File: src/hw/hsc_cfg.svh
`ifndef HSC_CFG_SVH
`define HSC_CFG_SVH

// Register map
`define HSC_CTL_OFFSET 12'h408
`define HSC_ADDR_W 12
`define HSC_DATA_W 32

// Implemented control field, bits 11:0; everything above reads as zero
`define HSC_CTL_MASK 32'h0000_0FFF
`define HSC_CTL_RESET 32'h0000_0800
`define HSC_CTL_BITS 12

// Field positions
`define HSC_BIT_INV_ATTN_BUTTON 0
`define HSC_BIT_INV_PRESENCE 1
`define HSC_BIT_INV_POWER_FAULT 2
`define HSC_BIT_INV_LATCH 3
`define HSC_BIT_INV_ATTN_IND 4
`define HSC_BIT_INV_POWER_IND 5
`define HSC_BIT_INV_POWER_EN 6
`define HSC_BIT_INV_INTERLOCK 7
`define HSC_BIT_INV_POWER_GOOD 8
`define HSC_BIT_PRES_LSB 9
`define HSC_BIT_PRES_MSB 10
`define HSC_BIT_AUTO_OFF 11

// Slot count
`define HSC_NPORTS 2

`endif

File: src/hw/hsc_pkg.sv
`default_nettype none
package hsc_pkg;

  typedef enum logic [1:0] {
    HSC_PRES_BOTH = 2'h0,
    HSC_PRES_SIGNAL = 2'h1,
    HSC_PRES_ALWAYS = 2'h2,
    HSC_PRES_NEVER = 2'h3
  } hsc_pres_mode_t;

  // Bit 11 down to bit 0 of the control register
  typedef struct packed {
    logic latchOpenAutoPowerOff;
    hsc_pres_mode_t presenceReportSelect;
    logic invertPowerGoodIn;
    logic invertInterlockOut;
    logic invertPowerEnableOut;
    logic invertPowerIndicatorOut;
    logic invertAttnIndicatorOut;
    logic invertLatchSensorIn;
    logic invertPowerFaultIn;
    logic invertPresenceIn;
    logic invertAttnButtonIn;
  } hsc_ctl_t;

  // Raw slot sense pins, active low at default polarity
  typedef struct packed {
    logic attnButtonInN;
    logic presenceInN;
    logic powerFaultInN;
    logic latchSensorInN;
    logic slotPowerGoodInN;
  } hsc_pin_in_t;

  // Normalized status towards the hot-plug controller, 1 = asserted
  typedef struct packed {
    logic attnPressed;
    logic adapterPresent;
    logic powerFault;
    logic latchOpen;
    logic powerGood;
  } hsc_hpc_stat_t;

  // Normalized requests from the hot-plug controller, 1 = asserted
  typedef struct packed {
    logic attnIndicatorOn;
    logic powerIndicatorOn;
    logic interlockEngage;
    logic powerControllerControl;
  } hsc_hpc_ctl_t;

  // Slot output pins
  typedef struct packed {
    logic attnIndicatorOutN;
    logic powerIndicatorOutN;
    logic slotPowerEnableOut;
    logic interlockOut;
  } hsc_pin_out_t;

endpackage : hsc_pkg
`default_nettype wire

File: src/hw/hsc_slot_cond.sv
`include "hsc_cfg.svh"
`default_nettype none
module hsc_slot_cond (
  // Clock and reset
  input wire logic core_clk,
  input wire logic sys_rst,
  // Configuration
  input wire hsc_pkg::hsc_ctl_t ctl,
  // Slot pins
  input wire hsc_pkg::hsc_pin_in_t pinIn,
  output hsc_pkg::hsc_pin_out_t pinOut,
  // Link and capability
  input wire logic rxDetect,
  input wire logic latchPresentCap,
  // Hot-plug controller side
  input wire hsc_pkg::hsc_hpc_ctl_t hpcCtl,
  output hsc_pkg::hsc_hpc_stat_t hpcStat
);
  import hsc_pkg::*;

  function automatic logic presence_decode(input hsc_pres_mode_t mode, input logic rx,
                                           input logic pd);
    case (mode)
      HSC_PRES_BOTH: presence_decode = rx | pd;
      HSC_PRES_SIGNAL: presence_decode = pd;
      HSC_PRES_ALWAYS: presence_decode = 1'h1;
      HSC_PRES_NEVER: presence_decode = 1'h0;
      default: presence_decode = 1'h0;
    endcase
  endfunction : presence_decode

  // Inversion sits right at the pins so the controller never sees board wiring
  wire logic attnSense = ~pinIn.attnButtonInN ^ ctl.invertAttnButtonIn;
  wire logic presSense = ~pinIn.presenceInN ^ ctl.invertPresenceIn;
  wire logic faultSense = ~pinIn.powerFaultInN ^ ctl.invertPowerFaultIn;
  wire logic latchSense = ~pinIn.latchSensorInN ^ ctl.invertLatchSensorIn;
  wire logic goodSense = ~pinIn.slotPowerGoodInN ^ ctl.invertPowerGoodIn;
  wire logic presReport = presence_decode(ctl.presenceReportSelect, rxDetect,
                                          presSense);

  // Auto power-off overrides the controller whatever it asks for
  wire logic autoOff = ctl.latchOpenAutoPowerOff & latchPresentCap & latchSense;
  wire logic powerOn = ~hpcCtl.powerControllerControl & ~autoOff;

  wire hsc_hpc_stat_t next_hpcStat = '{
    attnPressed: attnSense,
    adapterPresent: presReport,
    powerFault: faultSense,
    latchOpen: latchSense,
    powerGood: goodSense
  };

  wire hsc_pin_out_t next_pinOut = '{
    attnIndicatorOutN: ~hpcCtl.attnIndicatorOn ^ ctl.invertAttnIndicatorOut,
    powerIndicatorOutN: ~hpcCtl.powerIndicatorOn ^ ctl.invertPowerIndicatorOut,
    slotPowerEnableOut: powerOn ^ ctl.invertPowerEnableOut,
    interlockOut: hpcCtl.interlockEngage ^ ctl.invertInterlockOut
  };

  // The release edge itself still loads reset values, so checks wait one more edge
  logic rstDly;

  always_ff @(posedge core_clk or posedge sys_rst) begin
    if (sys_rst) begin
      hpcStat <= '0;
      pinOut <= 4'hC;
      rstDly <= 1'h1;
    end else begin
      hpcStat <= next_hpcStat;
      pinOut <= next_pinOut;
      rstDly <= 1'h0;
    end
  end
endmodule : hsc_slot_cond
`default_nettype wire

File: src/hw/hsc_hotplug_config.sv
// Our own choice: the strobed register port.
`include "hsc_cfg.svh"
`default_nettype none
// Contract
// - Invert sensed attention button level on every port when its control bit set.
// - Invert sensed presence detect level on every port when its control bit set.
// - Invert sensed power fault level on every port when its control bit set.
// - Invert sensed latch sensor level on every port when its control bit set.
// - Drive attention indicator inverted on every port when its control bit set.
// - Drive power indicator inverted on every port when its control bit set.
// - Drive slot power enable inverted on every port when its control bit set.
// - Drive interlock output inverted on every port when its control bit set.
// - Invert sensed power good level on every port when its control bit set.
// - Presence mode 0: receiver detect OR presence pin; mode 1: pin only.
// - Presence mode 2 always reports present; mode 3 never reports present.
// - Auto-off enabled and latch capability set: open latch cuts slot power.
// - Latch auto-off works whatever the power controller control bit says.
module hsc_hotplug_config #(
  parameter int NPORTS = `HSC_NPORTS
) (
  // Clock and reset
  input wire logic core_clk,
  input wire logic sys_rst,
  // Register port
  input wire logic [`HSC_ADDR_W-1:0] regAddr,
  input wire logic [`HSC_DATA_W-1:0] regWrData,
  input wire logic regWrite,
  input wire logic regRead,
  output logic [`HSC_DATA_W-1:0] regRdData,
  // Slot pins
  input wire hsc_pkg::hsc_pin_in_t [NPORTS-1:0] pinIn,
  output hsc_pkg::hsc_pin_out_t [NPORTS-1:0] pinOut,
  // Per-port link and capability state
  input wire logic [NPORTS-1:0] rxDetect,
  input wire logic [NPORTS-1:0] latchPresentCap,
  // Hot-plug controllers
  input wire hsc_pkg::hsc_hpc_ctl_t [NPORTS-1:0] hpcCtl,
  output hsc_pkg::hsc_hpc_stat_t [NPORTS-1:0] hpcStat
);
  import hsc_pkg::*;

  logic [`HSC_DATA_W-1:0] ctlWord;
  logic rstDly;

  wire logic ctlHit = (regAddr == `HSC_CTL_OFFSET);
  wire logic ctlWrite = regWrite & ctlHit;
  wire logic ctlRead = regRead & ctlHit;
  wire logic [`HSC_DATA_W-1:0] next_ctlWord = regWrData & `HSC_CTL_MASK;
  // Unmapped reads and idle cycles return zero so stale data never lingers
  wire logic [`HSC_DATA_W-1:0] next_regRdData = ctlRead ? ctlWord : '0;
  wire hsc_ctl_t ctl = hsc_ctl_t'(ctlWord[`HSC_CTL_BITS-1:0]);

  always_ff @(posedge core_clk or posedge sys_rst) begin
    if (sys_rst) begin
      ctlWord <= `HSC_CTL_RESET;
    end else if (ctlWrite) begin
      ctlWord <= next_ctlWord;
    end
  end

  // The release edge itself still loads reset values, so checks wait one more edge
  always_ff @(posedge core_clk or posedge sys_rst) begin
    if (sys_rst) begin
      regRdData <= '0;
      rstDly <= 1'h1;
    end else begin
      regRdData <= next_regRdData;
      rstDly <= 1'h0;
    end
  end

  // One shared control word fans out to every port
  for (genvar p = 0; p < NPORTS; p++) begin : g_port
    hsc_slot_cond u_cond (
      .core_clk(core_clk),
      .sys_rst(sys_rst),
      .ctl(ctl),
      .pinIn(pinIn[p]),
      .pinOut(pinOut[p]),
      .rxDetect(rxDetect[p]),
      .latchPresentCap(latchPresentCap[p]),
      .hpcCtl(hpcCtl[p]),
      .hpcStat(hpcStat[p])
    );
  end
endmodule : hsc_hotplug_config
`default_nettype wire

File: config.mk
export PLATFORM = sky130hd
export DESIGN_NAME = hsc_hotplug_config
export DESIGN_NICKNAME = d
export VERILOG_FILES = /design/src/hw/hsc_pkg.sv /design/src/hw/hsc_slot_cond.sv /design/src/hw/hsc_hotplug_config.sv
export VERILOG_INCLUDE_DIRS = /design/src /design/src/hw
export SDC_FILE = /design/constraint.sdc
export NUM_CORES = 1
export LEC_CHECK = 0
export CORE_UTILIZATION = 61
export CTS_CLUSTER_SIZE = 10
export DETAILED_ROUTE_END_ITERATION = 8
export DONT_BUFFER_PORTS = 1
export PLACE_DENSITY = 0.85
export RECOVER_POWER = 25
export SETUP_SLACK_MARGIN = 0.1
export SLEW_MARGIN = 20
export SYNTH_ARGS = -nofsm -noshare
export SYNTH_HDL_FRONTEND = slang
export SYNTH_SLANG_ARGS = --single-unit
File: constraint.sdc
create_clock -name core_clk -period 1.6 [get_ports core_clk]
set_input_delay 0.24 -clock core_clk [delete_from_list [all_inputs] [get_ports core_clk]]
set_output_delay 0.24 -clock core_clk [all_outputs]
set_load 0.005 [all_outputs]
* Yosys cells after proc, flatten, opt, wreduce, memory -nomap -nowiden *
Cells that the tools add are included.

word-level totals
  word-level logic and storage cells = 74
  memories kept = 0
  memory bits (writable) = 0
  input bits = 70
  bits in latches = 0
  memory bits (read-only) = 0
  register bits after elaboration = 42
  output and inout bits = 50

operators by class
  mux-type cells = 3
  multipliers = 0
  eq/ne operators = 4
  shift-type cells = 0
  magnitude comparators = 0
  bitwise logic cells = 46
  divide/modulo/power cells = 0
  reduce and logical (&&, ||, !) cells = 1
  $add $sub $neg = 0

operators with widths
  cell                  count
  $not 1->1             18
  $xor 1x1->1           18
  $eq 12x11->1 const B  1
  $mux 12               1
  $and 1x1->1           8
  $pmux 1 s4            2
  $eq 2x2->1 const B    2
  $eq 2x1->1 const B    1
  $logic_not 2->1       1
  $or 1x1->1            2

* Longest topological paths before layout *
Gate-level depths: netlist of run 1.

  word-level depth = 6
  mapped depth = 4
  depth with buffers taken out = 3

* Hierarchy *
Synthesis of run 1 repeated with hierarchy kept, for this count alone.

unflattened totals
  cells, all modules = 122
  area total of the unflattened synthesis = 1754.2 um^2

modules (own cells, without submodules)
  module              area each (um^2)  cells each  instances
  hsc_hotplug_config  1101.1            78          1
  hsc_slot_cond       326.6             22          2

* Worst setup path after synthesis of run 1 *
Ideal clock, no wire load.

  path kind = input -> register
  from = in regAddr[5]
  to = reg ctlWord[0]
  cell stages on the path = 4
  arrival time = 1.145 ns
  path buffers = 1
  setup time = 0.125 ns
  setup slack = 0.330 ns
  cells stage by stage = nor4_2 -> nand4_2 -> buf_6 -> mux2_4

on the way
  longest elaborated chain between the ends = 2

ends and longest elaborated chain
  what                           line                      source
  start: declaration             hsc_hotplug_config.sv:25  input wire logic [`HSC_ADDR_W-1:0] regAddr,
  $eq 12x11->1 (no source line)  -
  $and 1x1->1                    hsc_hotplug_config.sv:46  wire logic ctlWrite = regWrite & ctlHit;
  end signal: assignment         hsc_hotplug_config.sv:55  ctlWord <= `HSC_CTL_RESET;
  end signal: assignment         hsc_hotplug_config.sv:57  ctlWord <= next_ctlWord;
  end: declaration               hsc_hotplug_config.sv:42  logic [`HSC_DATA_W-1:0] ctlWord;

Every way passes these cells.
A chain may end at the register's enable or synchronous reset.

* Worst setup path in the final report of run 1 *
  from = reg, netlist name g_port[0].u_cond.pinOut[2]
  to = out pinOut[2] (netlist name)

RTL lines
  what              line                      source
  end: declaration  hsc_hotplug_config.sv:32  output hsc_pkg::hsc_pin_out_t [NPORTS-1:0] pinOut,

No word-level cell between the ends.

==> out/qor.csv, run 1 <==
stage,metric,value,unit
synthesis,Synth Register Bits,42,
placement,gpl congestion,0.6529,
power,cell-internal power,1.358,mW
critical_path,required time worst endpoint,1.36,ns
floorplanning,Rows,19,
power,Switching Share,22.09,%
timing,Max Fclk,0.8925,GHz
timing,PnR worst setup slack,0.4795,ns
global_routing,busiest grt layer,met2,
floorplanning,Die Y,55.74,um
synthesis,Yosys cell types,20,
clocking,Num CTS Buffers,5,
layout,most frequent cells in the layout,"dfrtp_1, conb_1, dlygate4sd3_1",
drt,DRC viols,0,
hold_path,hold path startpoint,regWrData[11],
timing,unrepaired setup endpoints after global routing,no,
clocking,worst-skew pair later-pin latency,0.33,ns
layout,FILL cells,178,
synthesis,sequential cell area fraction in the yosys report,60.01,%
critical_path,Reg-to-Reg End,g_port[1].u_cond.pinOut[1]$_DFF_PP0_,
hold_path,Worst Hold End,ctlWord[11]$_DFFE_PP1P_,
global_routing,vias in the first global route,907,
floorplanning,Top Ports,120,
timing,Period minus WS final,1.120,ns
hold_path,Hold Path Depth,1,
clocking,H-tree levels,2,
drt,vias per cell,5.080,
drt,DRT iter0 DRCs,24,
timing,crit share post-route,70.03,%
timing,final hold violations,0,
timing,final setup fails,0,
synthesis,Mapped Avg Cell Area,14.68,um^2
timing,Final Max Tran Viols,0,
power,Worst IR Drop VDD,0.0007994,V
run_status,status,completed,
synthesis,"Cell Area, Synth",0.001762,mm^2
placement,IO buf count,0,
global_routing,largest net degree at the start of global routing,34,
floorplanning,CORE AREA,0.002758,mm^2
layout,Synth-to-Final Area Change,12.36,%
timing,setup TNS,0,ns
hold_path,Hold Crit Class,primary input to flip-flop,
power,ratio of total power to cell area,880.9,mW/mm^2
power,Pwr Total,1.744,mW
drt,drt wl/cell,16.47,um
layout,share of layout cells above drive strength 1,22.22,%
clocking,CTS root buffer,clkbuf_4,
global_routing,met3 Usage GRT,10.47,%
power,Switch Pwr,0.3852,mW
placement,HPWL Detailed,1943,um
synthesis,Yosys warnings,0,
critical_path,Critical Path End Type,output pin,
clocking,clk buf depth,2,
critical_path,Crit Path Max Fanout,1,
power,share of total power in combinational logic,6.4,%
drt,Routed WL,2882,um
global_routing,first-pass GRT wire length,4450,um
placement,post-placement worst setup slack,0.3052,ns
layout,"commonest non-fill, non-tap cell in the layout",dfrtp_1,
global_routing,GRT overflow,0,
global_routing,met2 usage,31.50,%
clocking,"Reg clk slew, reported paths",0.12,ns
clocking,CTS tree,yes,
flow_run,max_cap viols,0,
critical_path,Worst Reg-to-Reg Cells,3,
drt,via count,889,
global_routing,met1 Track Usage GR,22.70,%
clocking,setup repair bufs after CTS,0,
power,clock power share,30.4,%
global_routing,initial antenna violation count,0,
critical_path,reg2reg start,ctlWord[3]$_DFFE_PP0P_,
global_routing,Tot GR Track Use,20.08,%
layout,diode count,0,
clocking,clk sinks,42,
critical_path,R2R setup slack,0.50,ns
synthesis,Mapped Cells,120,
power,Pleak,0.9715,nW
drt,DR pass1 iterations,4,
timing,Final Skew,0.006462,ns
floorplanning,initial core utilization,63.88,%
floorplanning,die area,0.003107,mm^2
critical_path,WP data arrival,0.88,ns
critical_path,Startpoint Class,flip-flop,
drt,Routed Antenna Nets,0,
critical_path,WS Path Type,flip-flop to output pin,
layout,Final Net Count,213,
floorplanning,Die Span X,55.74,um
power,Sequential Power Share,63.3,%
[area by class of cell]
type                       instances  area, um^2  share of cell area (%)
timing repair buffer              19       210.2                   10.62
clock buffer                       6       51.30                   2.592
clock inverter                     2       12.51                  0.6321
multi-input combinational         74       605.6                   30.59
sequential                        42        1057                   53.41
inverter                           1       3.754                  0.1896
tap                               31       38.79                   1.960
[state kept, by name, indices dropped and copies added (netlist names)]
register / count
g_port.u_cond.pinOut: 8
regRdData: 12
ctlWord: 12
g_port.u_cond.hpcStat: 10
[repair_timing]
item,in CTS,in global routing
hold buffers,15,2
resized for setup,0,0
endpoints found under the hold margin,52,2
[synthesized netlist by cell type]
cell | number | area share [%]
xnor2_1 | 12 | 6.0
and4b_2 | 1 | 0.64
dfrtp_1 | 37 | 53
mux2_4 | 10 | 8.5
buf_6 | 1 | 0.64
inv_1 | 1 | 0.21
buf_4 | 20 | 8.5
and2_1 | 12 | 4.3
nor2_1 | 2 | 0.43
mux2_2 | 2 | 1.3
conb_1 | 1 | 0.21
nand4_2 | 1 | 0.71
nor4b_1 | 1 | 0.50
o22ai_1 | 2 | 0.71
xor2_1 | 6 | 3.0
dfstp_2 | 5 | 7.5
nor4_2 | 1 | 0.71
nor4b_4 | 2 | 2.7
clkbuf_2 | 1 | 0.28
a31oi_1 | 2 | 0.71
[power groups by stage]
stage                     Combinational [mW]  Sequential [mW]  Clock, mW
after detailed placement              0.0742             1.12          0
after floorplan                       0.0943             1.12          0
final                                  0.111             1.10      0.530
after CTS                              0.107             1.10      0.553
after global placement                0.0707             1.12          0
after global routing                   0.125             1.11      0.594
[metal layers]
layer | vias up | share of wire (%)
li1 | 398 | -
met1 | 424 | 37
met2 | 63 | 51
met3 | 4 | 11
met4 | 0 | 1.3
met5 | - | 0
[metrics by stage]
stage                     area, um^2  utilization, %  instances  hold slack [ns]
after floorplan                 1833               -        139           0.2887
after global placement          1745           63.29        150          0.07075
after detailed placement        1745           63.29        150          0.07757
after CTS                       1959           71.05        173          0.01706
after global routing            1979           71.78        175        0.0004938
final                           1979           71.78        175          0.03812
[kinds of logic (layout without fill, tap and decap cells)]
family                 after synthesis  in the layout  share of synthesized area (%)
AO/OA/AOI/OAI                        4              4                          1.420
flip-flops                          42             42                          60.01
buffers and inverters               23             28                          9.658
XOR/XNOR                            18             18                          8.949
multiplexers                        12             12                          9.801
other                                1             20                         0.2129
AND/OR/NAND/NOR                     20             20                          9.943
[worst max path at each step]
| stage | from | end | slack (ns) | cells past startpoint |
|---|---|---|---|---|
| global placement | regAddr[5] | ctlWord[4]$_DFFE_PP0P_ | 0.32 | 4 |
| global route | ctlWord[3]$_DFFE_PP0P_ | g_port[1].u_cond.pinOut[1]$_DFF_PP0_ | 0.42 | 3 |
| CTS | g_port[0].u_cond.pinOut[2]$_DFF_PP1_ | pinOut[2] | 0.46 | 0 |
| finish | g_port[0].u_cond.pinOut[2]$_DFF_PP1_ | pinOut[2] | 0.48 | 0 |
| floorplan | regAddr[5] | ctlWord[0]$_DFFE_PP0P_ | 0.33 | 4 |
| detailed placement | regAddr[2] | ctlWord[8]$_DFFE_PP0P_ | 0.31 | 4 |
Power figures use the tool's default switching activity.
==> run 2: changes to the inputs <==
Clock period 1.6 ns to 1.1 ns, I/O delays scaled along.
==> out/qor.csv, run 2 (synthesized netlist as in run 1, its figures left out) <==
stage,metric,value,unit
layout,"commonest non-fill, non-tap cell in the layout",dfrtp_1,
layout,share of layout cells above drive strength 1,25.93,%
placement,HPWL Detailed,2089,um
placement,gpl congestion,0.7219,
critical_path,WP data arrival,1.31,ns
hold_path,Hold Crit Class,primary input to flip-flop,
power,ratio of total power to cell area,1195,mW/mm^2
timing,relative max-transition margin,57.81,%
timing,crit share post-route,98.58,%
critical_path,Startpoint Class,flip-flop,
drt,Routed WL,3259,um
floorplanning,Die Y,55.74,um
layout,biggest regs,"ctlWord (12), regRdData (12), g_port.u_cond.hpcStat (10)",
power,Pwr Total,2.575,mW
drt,DRC viols,2,
timing,unrepaired setup endpoints after global routing,yes,
critical_path,Critical Path End Type,flip-flop,
critical_path,CP max stage delay,0.46,ns
global_routing,initial antenna violation count,0,
layout,register area,0.001059,mm^2
layout,most frequent cells in the layout,"dfrtp_1, dlygate4sd3_1, conb_1",
critical_path,Crit Path Max Fanout,3,
layout,Synth-to-Final Area Change,22.30,%
timing,final hold violations,0,
drt,Routed Antenna Nets,0,
timing,PnR worst setup slack,0.01557,ns
global_routing,vias in the first global route,994,
timing,Max Fclk,0.9221,GHz
placement,IO buf count,0,
power,Pleak,1.045,nW
global_routing,first-pass GRT wire length,5043,um
clocking,clk buf depth,2,
critical_path,Crit-path slowest cell,dfrtp_2,
layout,Non-Filler Instances,193,
floorplanning,Rows,19,
clocking,CTS root buffer,clkbuf_4,
global_routing,largest net degree at the start of global routing,28,
layout,diode count,0,
global_routing,Tot GR Track Use,22.27,%
layout,area occupied by multi-input gates,641.9,um^2
timing,Period minus WS final,1.084,ns
drt,DRT iter0 DRCs,20,
placement,DP Cell Count,152,
clocking,H-tree levels,2,
run_status,failing checks,DRC,
timing,setup TNS,0,ns
critical_path,WS Path Type,flip-flop to flip-flop,
drt,via count,980,
critical_path,crit-path cells,xnor2_2 > a31oi_2 > xor2_1,
timing,Slew @ Worst Pin,0.6328,ns
placement,post-placement worst setup slack,-0.1247,ns
clocking,worst-skew pair later-pin latency,0.34,ns
clocking,clk sinks,42,
drt,DR pass1 iterations,6,
layout,FILL cells,167,
floorplanning,initial core utilization,63.88,%
run_status,status,"complete, but fails checks",
drt,vias per cell,5.078,
flow_run,max_cap viols,0,
floorplanning,Top Ports,120,
timing,final setup fails,0,
layout,Final Net Count,231,
floorplanning,Die Span X,55.74,um
power,Worst IR Drop VDD,0.001197,V
timing,Final Skew,0.005780,ns
clocking,Num CTS Buffers,5,
global_routing,GRT overflow,0,
clocking,"Reg clk slew, reported paths",0.11,ns
drt,drt wl/cell,16.89,um
timing,Final Max Tran Viols,0,
floorplanning,CORE AREA,0.002758,mm^2
floorplanning,die area,0.003107,mm^2
critical_path,required time worst endpoint,1.33,ns
clocking,CTS tree,yes,
## run 2: path summary, 6_finish.rpt
kind | start | slack (ns) | cells past startpoint | endpoint
setup / recovery | ctlWord[3]$_DFFE_PP0P_ | 0.02 | 3 | g_port[0].u_cond.pinOut[1]$_DFF_PP0_
hold / removal | pinIn[6] | 0.04 | 2 | g_port[1].u_cond.hpcStat[1]$_DFF_PP0_
setup reg to reg | ctlWord[3]$_DFFE_PP0P_ | 0.02 | 3 | g_port[0].u_cond.pinOut[1]$_DFF_PP0_
hold reg to reg | ctlWord[9]$_DFFE_PP0P_ | 0.50 | 1 | g_port[0].u_cond.hpcStat[3]$_DFF_PP0_
max in group asynchronous | sys_rst | 0.16 | 3 | ctlWord[3]$_DFFE_PP0P_
min in group asynchronous | sys_rst | 0.40 | 3 | g_port[1].u_cond.hpcStat[4]$_DFF_PP0_
## run 2: cell type report
cell class                      instances  share of cell area (%)
Timing Repair Buffer                   37                   16.14
Sequential cell                        42                   49.13
Multi-Input combinational cell         74                   29.79
Clock inverter                          1                  0.2323
Clock buffer                            7                   2.555
Inverter                                1                  0.3484
Tap cell                               31                   1.800
## run 2: power by group
group,switching (mW),internal [mW],leakage [nW]
clock,0.451,0.310,0.0353
sequential,0.0198,1.59,0.532
combinational,0.0898,0.119,0.477
## run 2: worst max-delay path, delay by kind of cell (launching register included)
family	cells	cell delay (ns)
XOR/XNOR	2	0.38
flip-flops	1	0.46
AO/OA/AOI/OAI	1	0.13
## run 2: through the flow
stage,area [um^2],hold WS [ns],utilization [%]
3_5_place_dp,1748,0.08808,63.38
4_1_cts,2126,0.01382,77.09
3_3_place_gp,1748,0.08166,63.38
2_1_floorplan,1854,0.1547,-
6_report,2155,0.03855,78.13
5_1_grt,2155,0.009173,78.13
## run 2: what timing repair did
item	CTS	global route
hold endpoints to repair	65	2
setup buffers	2	1
hold buffers	28	2
endpoints found under the setup margin	6	6
resized for setup	4	1
pin swaps	6	0
## run 2: layer usage
metal  wire, um  vias to the layer above  global-route usage [%]
met3        221                        6                   8.372
met2       1812                       70                   39.07
met1       1192                      471                   24.80
met5          0                        -                       0
met4         32                        0                   7.500
li1           -                      433                       -
==> run 3: changes to the inputs <==
Settings changed: ABC_AREA set to 1, RECOVER_POWER 25 to not set.
==> out/qor.csv, run 3 <==
stage,metric,value,unit
drt,vias per cell,5.063,
layout,Non-Filler Instances,256,
critical_path,Startpoint Class,flip-flop,
synthesis,post-synth top area cell,dfrtp_1,
placement,IO buf count,0,
hold_path,Hold Path Depth,3,
synthesis,top_reg_cell synth,dfrtp_1,
drt,Routed WL,3650,um
clocking,clk sinks,42,
critical_path,WP data arrival,0.88,ns
floorplanning,Die Y,57.32,um
drt,via count,1296,
power,ratio of total power to cell area,1160,mW/mm^2
run_status,failing checks,DRC,
critical_path,Reg-to-Reg End,g_port[0].u_cond.pinOut[1]$_DFF_PP0_,
critical_path,required time worst endpoint,0.94,ns
layout,area occupied by multi-input gates,614.3,um^2
synthesis,Async SR Flop Fraction,100.0,%
timing,crit share post-route,95.21,%
timing,unrepaired setup endpoints after global routing,yes,
floorplanning,Die Span X,57.32,um
drt,DRC viols,7,
floorplanning,Top Ports,120,
power,Worst IR Drop VDD,0.0005534,V
clocking,CTS tree,yes,
timing,Max Fclk,0.9548,GHz
critical_path,Worst Reg-to-Reg Cells,6,
layout,Synth-to-Final Area Change,20.31,%
synthesis,Yosys cell types,21,
flow_run,max_cap viols,0,
hold_path,Hold Crit Class,primary input to flip-flop,
synthesis,Synth top cells by count,"dfrtp_1, nand2_1, buf_4",
synthesis,Yosys warnings,0,
floorplanning,Rows,19,
critical_path,R2R setup slack,0.11,ns
clocking,CTS root buffer,clkbuf_4,
timing,setup TNS,0,ns
layout,most frequent cells in the layout,"nand2_1, dfrtp_1, dlygate4sd3_1",
critical_path,reg2reg start,ctlWord[3]$_DFFE_PP0P_,
placement,DP Cell Count,216,
global_routing,vias in the first global route,1229,
synthesis,ranking of synthesized cells by area,"dfrtp_1, buf_4, nand2_1",
power,Pleak,1.084,nW
synthesis,Mapped Avg Cell Area,10.26,um^2
critical_path,CP Depth,0,
hold_path,Worst Hold End,g_port[1].u_cond.hpcStat[3]$_DFF_PP0_,
global_routing,largest net degree at the start of global routing,27,
floorplanning,initial core utilization,65.99,%
power,Pwr Total,2.604,mW
layout,diode count,0,
synthesis,Synth Register Bits,42,
timing,Final Max Tran Viols,0,
timing,final setup fails,0,
timing,Hold WS,0.02591,ns
drt,DR pass1 iterations,6,
synthesis,sequential cell area fraction in the yosys report,56.64,%
synthesis,Mapped Cells,182,
layout,utilization after layout,79.39,%
placement,HPWL Detailed,2379,um
clocking,"Reg clk slew, reported paths",0.11,ns
layout,biggest regs,"ctlWord (12), regRdData (12), g_port.u_cond.hpcStat (10)",
placement,gpl congestion,0.7265,
clocking,clk buf depth,2,
run_status,status,"complete, but fails checks",
global_routing,first-pass GRT wire length,5464,um
layout,Final Net Count,294,
layout,FILL cells,175,
floorplanning,die area,0.003286,mm^2
layout,register area,0.001057,mm^2
floorplanning,CORE AREA,0.002829,mm^2
synthesis,share of the synthesized area in the top cell type,49.60,%
timing,Period minus WS final,1.047,ns
clocking,Num CTS Buffers,5,
critical_path,Critical Path End Type,output pin,
clocking,H-tree levels,2,
global_routing,initial antenna violation count,0,
critical_path,Crit Path Max Fanout,1,
global_routing,Tot GR Track Use,23.35,%
global_routing,GRT overflow,0,
synthesis,"Cell Area, Synth",0.001867,mm^2
layout,share of layout cells above drive strength 1,17.33,%
drt,Routed Antenna Nets,0,
hold_path,hold path startpoint,pinIn[8],
clocking,worst-skew pair later-pin latency,0.34,ns
critical_path,WS Path Type,flip-flop to output pin,
timing,final hold violations,0,
synthesis,Post-synth EDFFs,0,
timing,Final Skew,0.007505,ns
drt,drt wl/cell,14.26,um
drt,DRT iter0 DRCs,51,
==> run 3: layout make-up <==
cell class	count	share of cell area (%)
Tap cell	31	1.727
Multi-Input combinational cell	115	27.35
Timing Repair Buffer	41	17.83
Clock inverter	1	0.2228
Clock buffer	7	2.451
Sequential cell	42	47.08
Inverter	19	3.343
==> run 3: kinds of logic after synthesis <==
| logic type | after synthesis | share of synthesized area (%) |
|---|---|---|
| XOR/XNOR | 13 | 6.099 |
| other | 1 | 0.2009 |
| flip-flops | 42 | 56.64 |
| AND/OR/NAND/NOR | 77 | 21.45 |
| AO/OA/AOI/OAI | 5 | 1.340 |
| buffers and inverters | 44 | 14.28 |
==> run 3: worst max path at each step <==
stage | end | startpoint
5_1_grt | pinOut[7] | g_port[1].u_cond.pinOut[3]$_DFF_PP1_
2_1_floorplan | ctlWord[0]$_DFFE_PP0P_ | regAddr[1]
4_1_cts | pinOut[2] | g_port[0].u_cond.pinOut[2]$_DFF_PP1_
3_3_place_gp | ctlWord[7]$_DFFE_PP0P_ | regAddr[7]
3_5_place_dp | regRdData[11]$_DFF_PP0_ | regAddr[10]
6_report | pinOut[3] | g_port[0].u_cond.pinOut[3]$_DFF_PP1_
==> run 3: timing repair <==
item,in CTS,in global routing
gates cloned,0,0
setup endpoints to repair,5,7
hold buffers,31,0
endpoints found under the hold margin,69,0
gates resized for setup,0,1
setup buffers,1,0
==> run 3: tightest hold or removal path: stages <==
cell	delay, ns
a21oi_1	0.04
o21ai_0	0.08
nand2_1	0.05
==> run 3: through the flow <==
| step | cell area [um^2] | worst slack [ns] |
|---|---|---|
| after detailed placement | 1866 | -0.02428 |
| after CTS | 2243 | 0.04566 |
| after floorplan | 1942 | 0.1214 |
| final | 2246 | 0.05265 |
| after global placement | 1866 | 0.01155 |
| after global routing | 2246 | 0.02302 |
==> run 3: layer usage <==
layer | part of all wire, % | global-route usage [%]
met3 | 6.7 | 5.669
met1 | 34 | 22.68
met2 | 57 | 45.71
met5 | 0 | 0
met4 | 2.7 | 10.80
==> run 3: power breakdown <==
| group | internal (mW) | total [mW] | switching [mW] |
|---|---|---|---|
| Clock | 0.310 | 0.769 | 0.459 |
| Combinational | 0.120 | 0.231 | 0.112 |
| Sequential | 1.59 | 1.60 | 0.0193 |
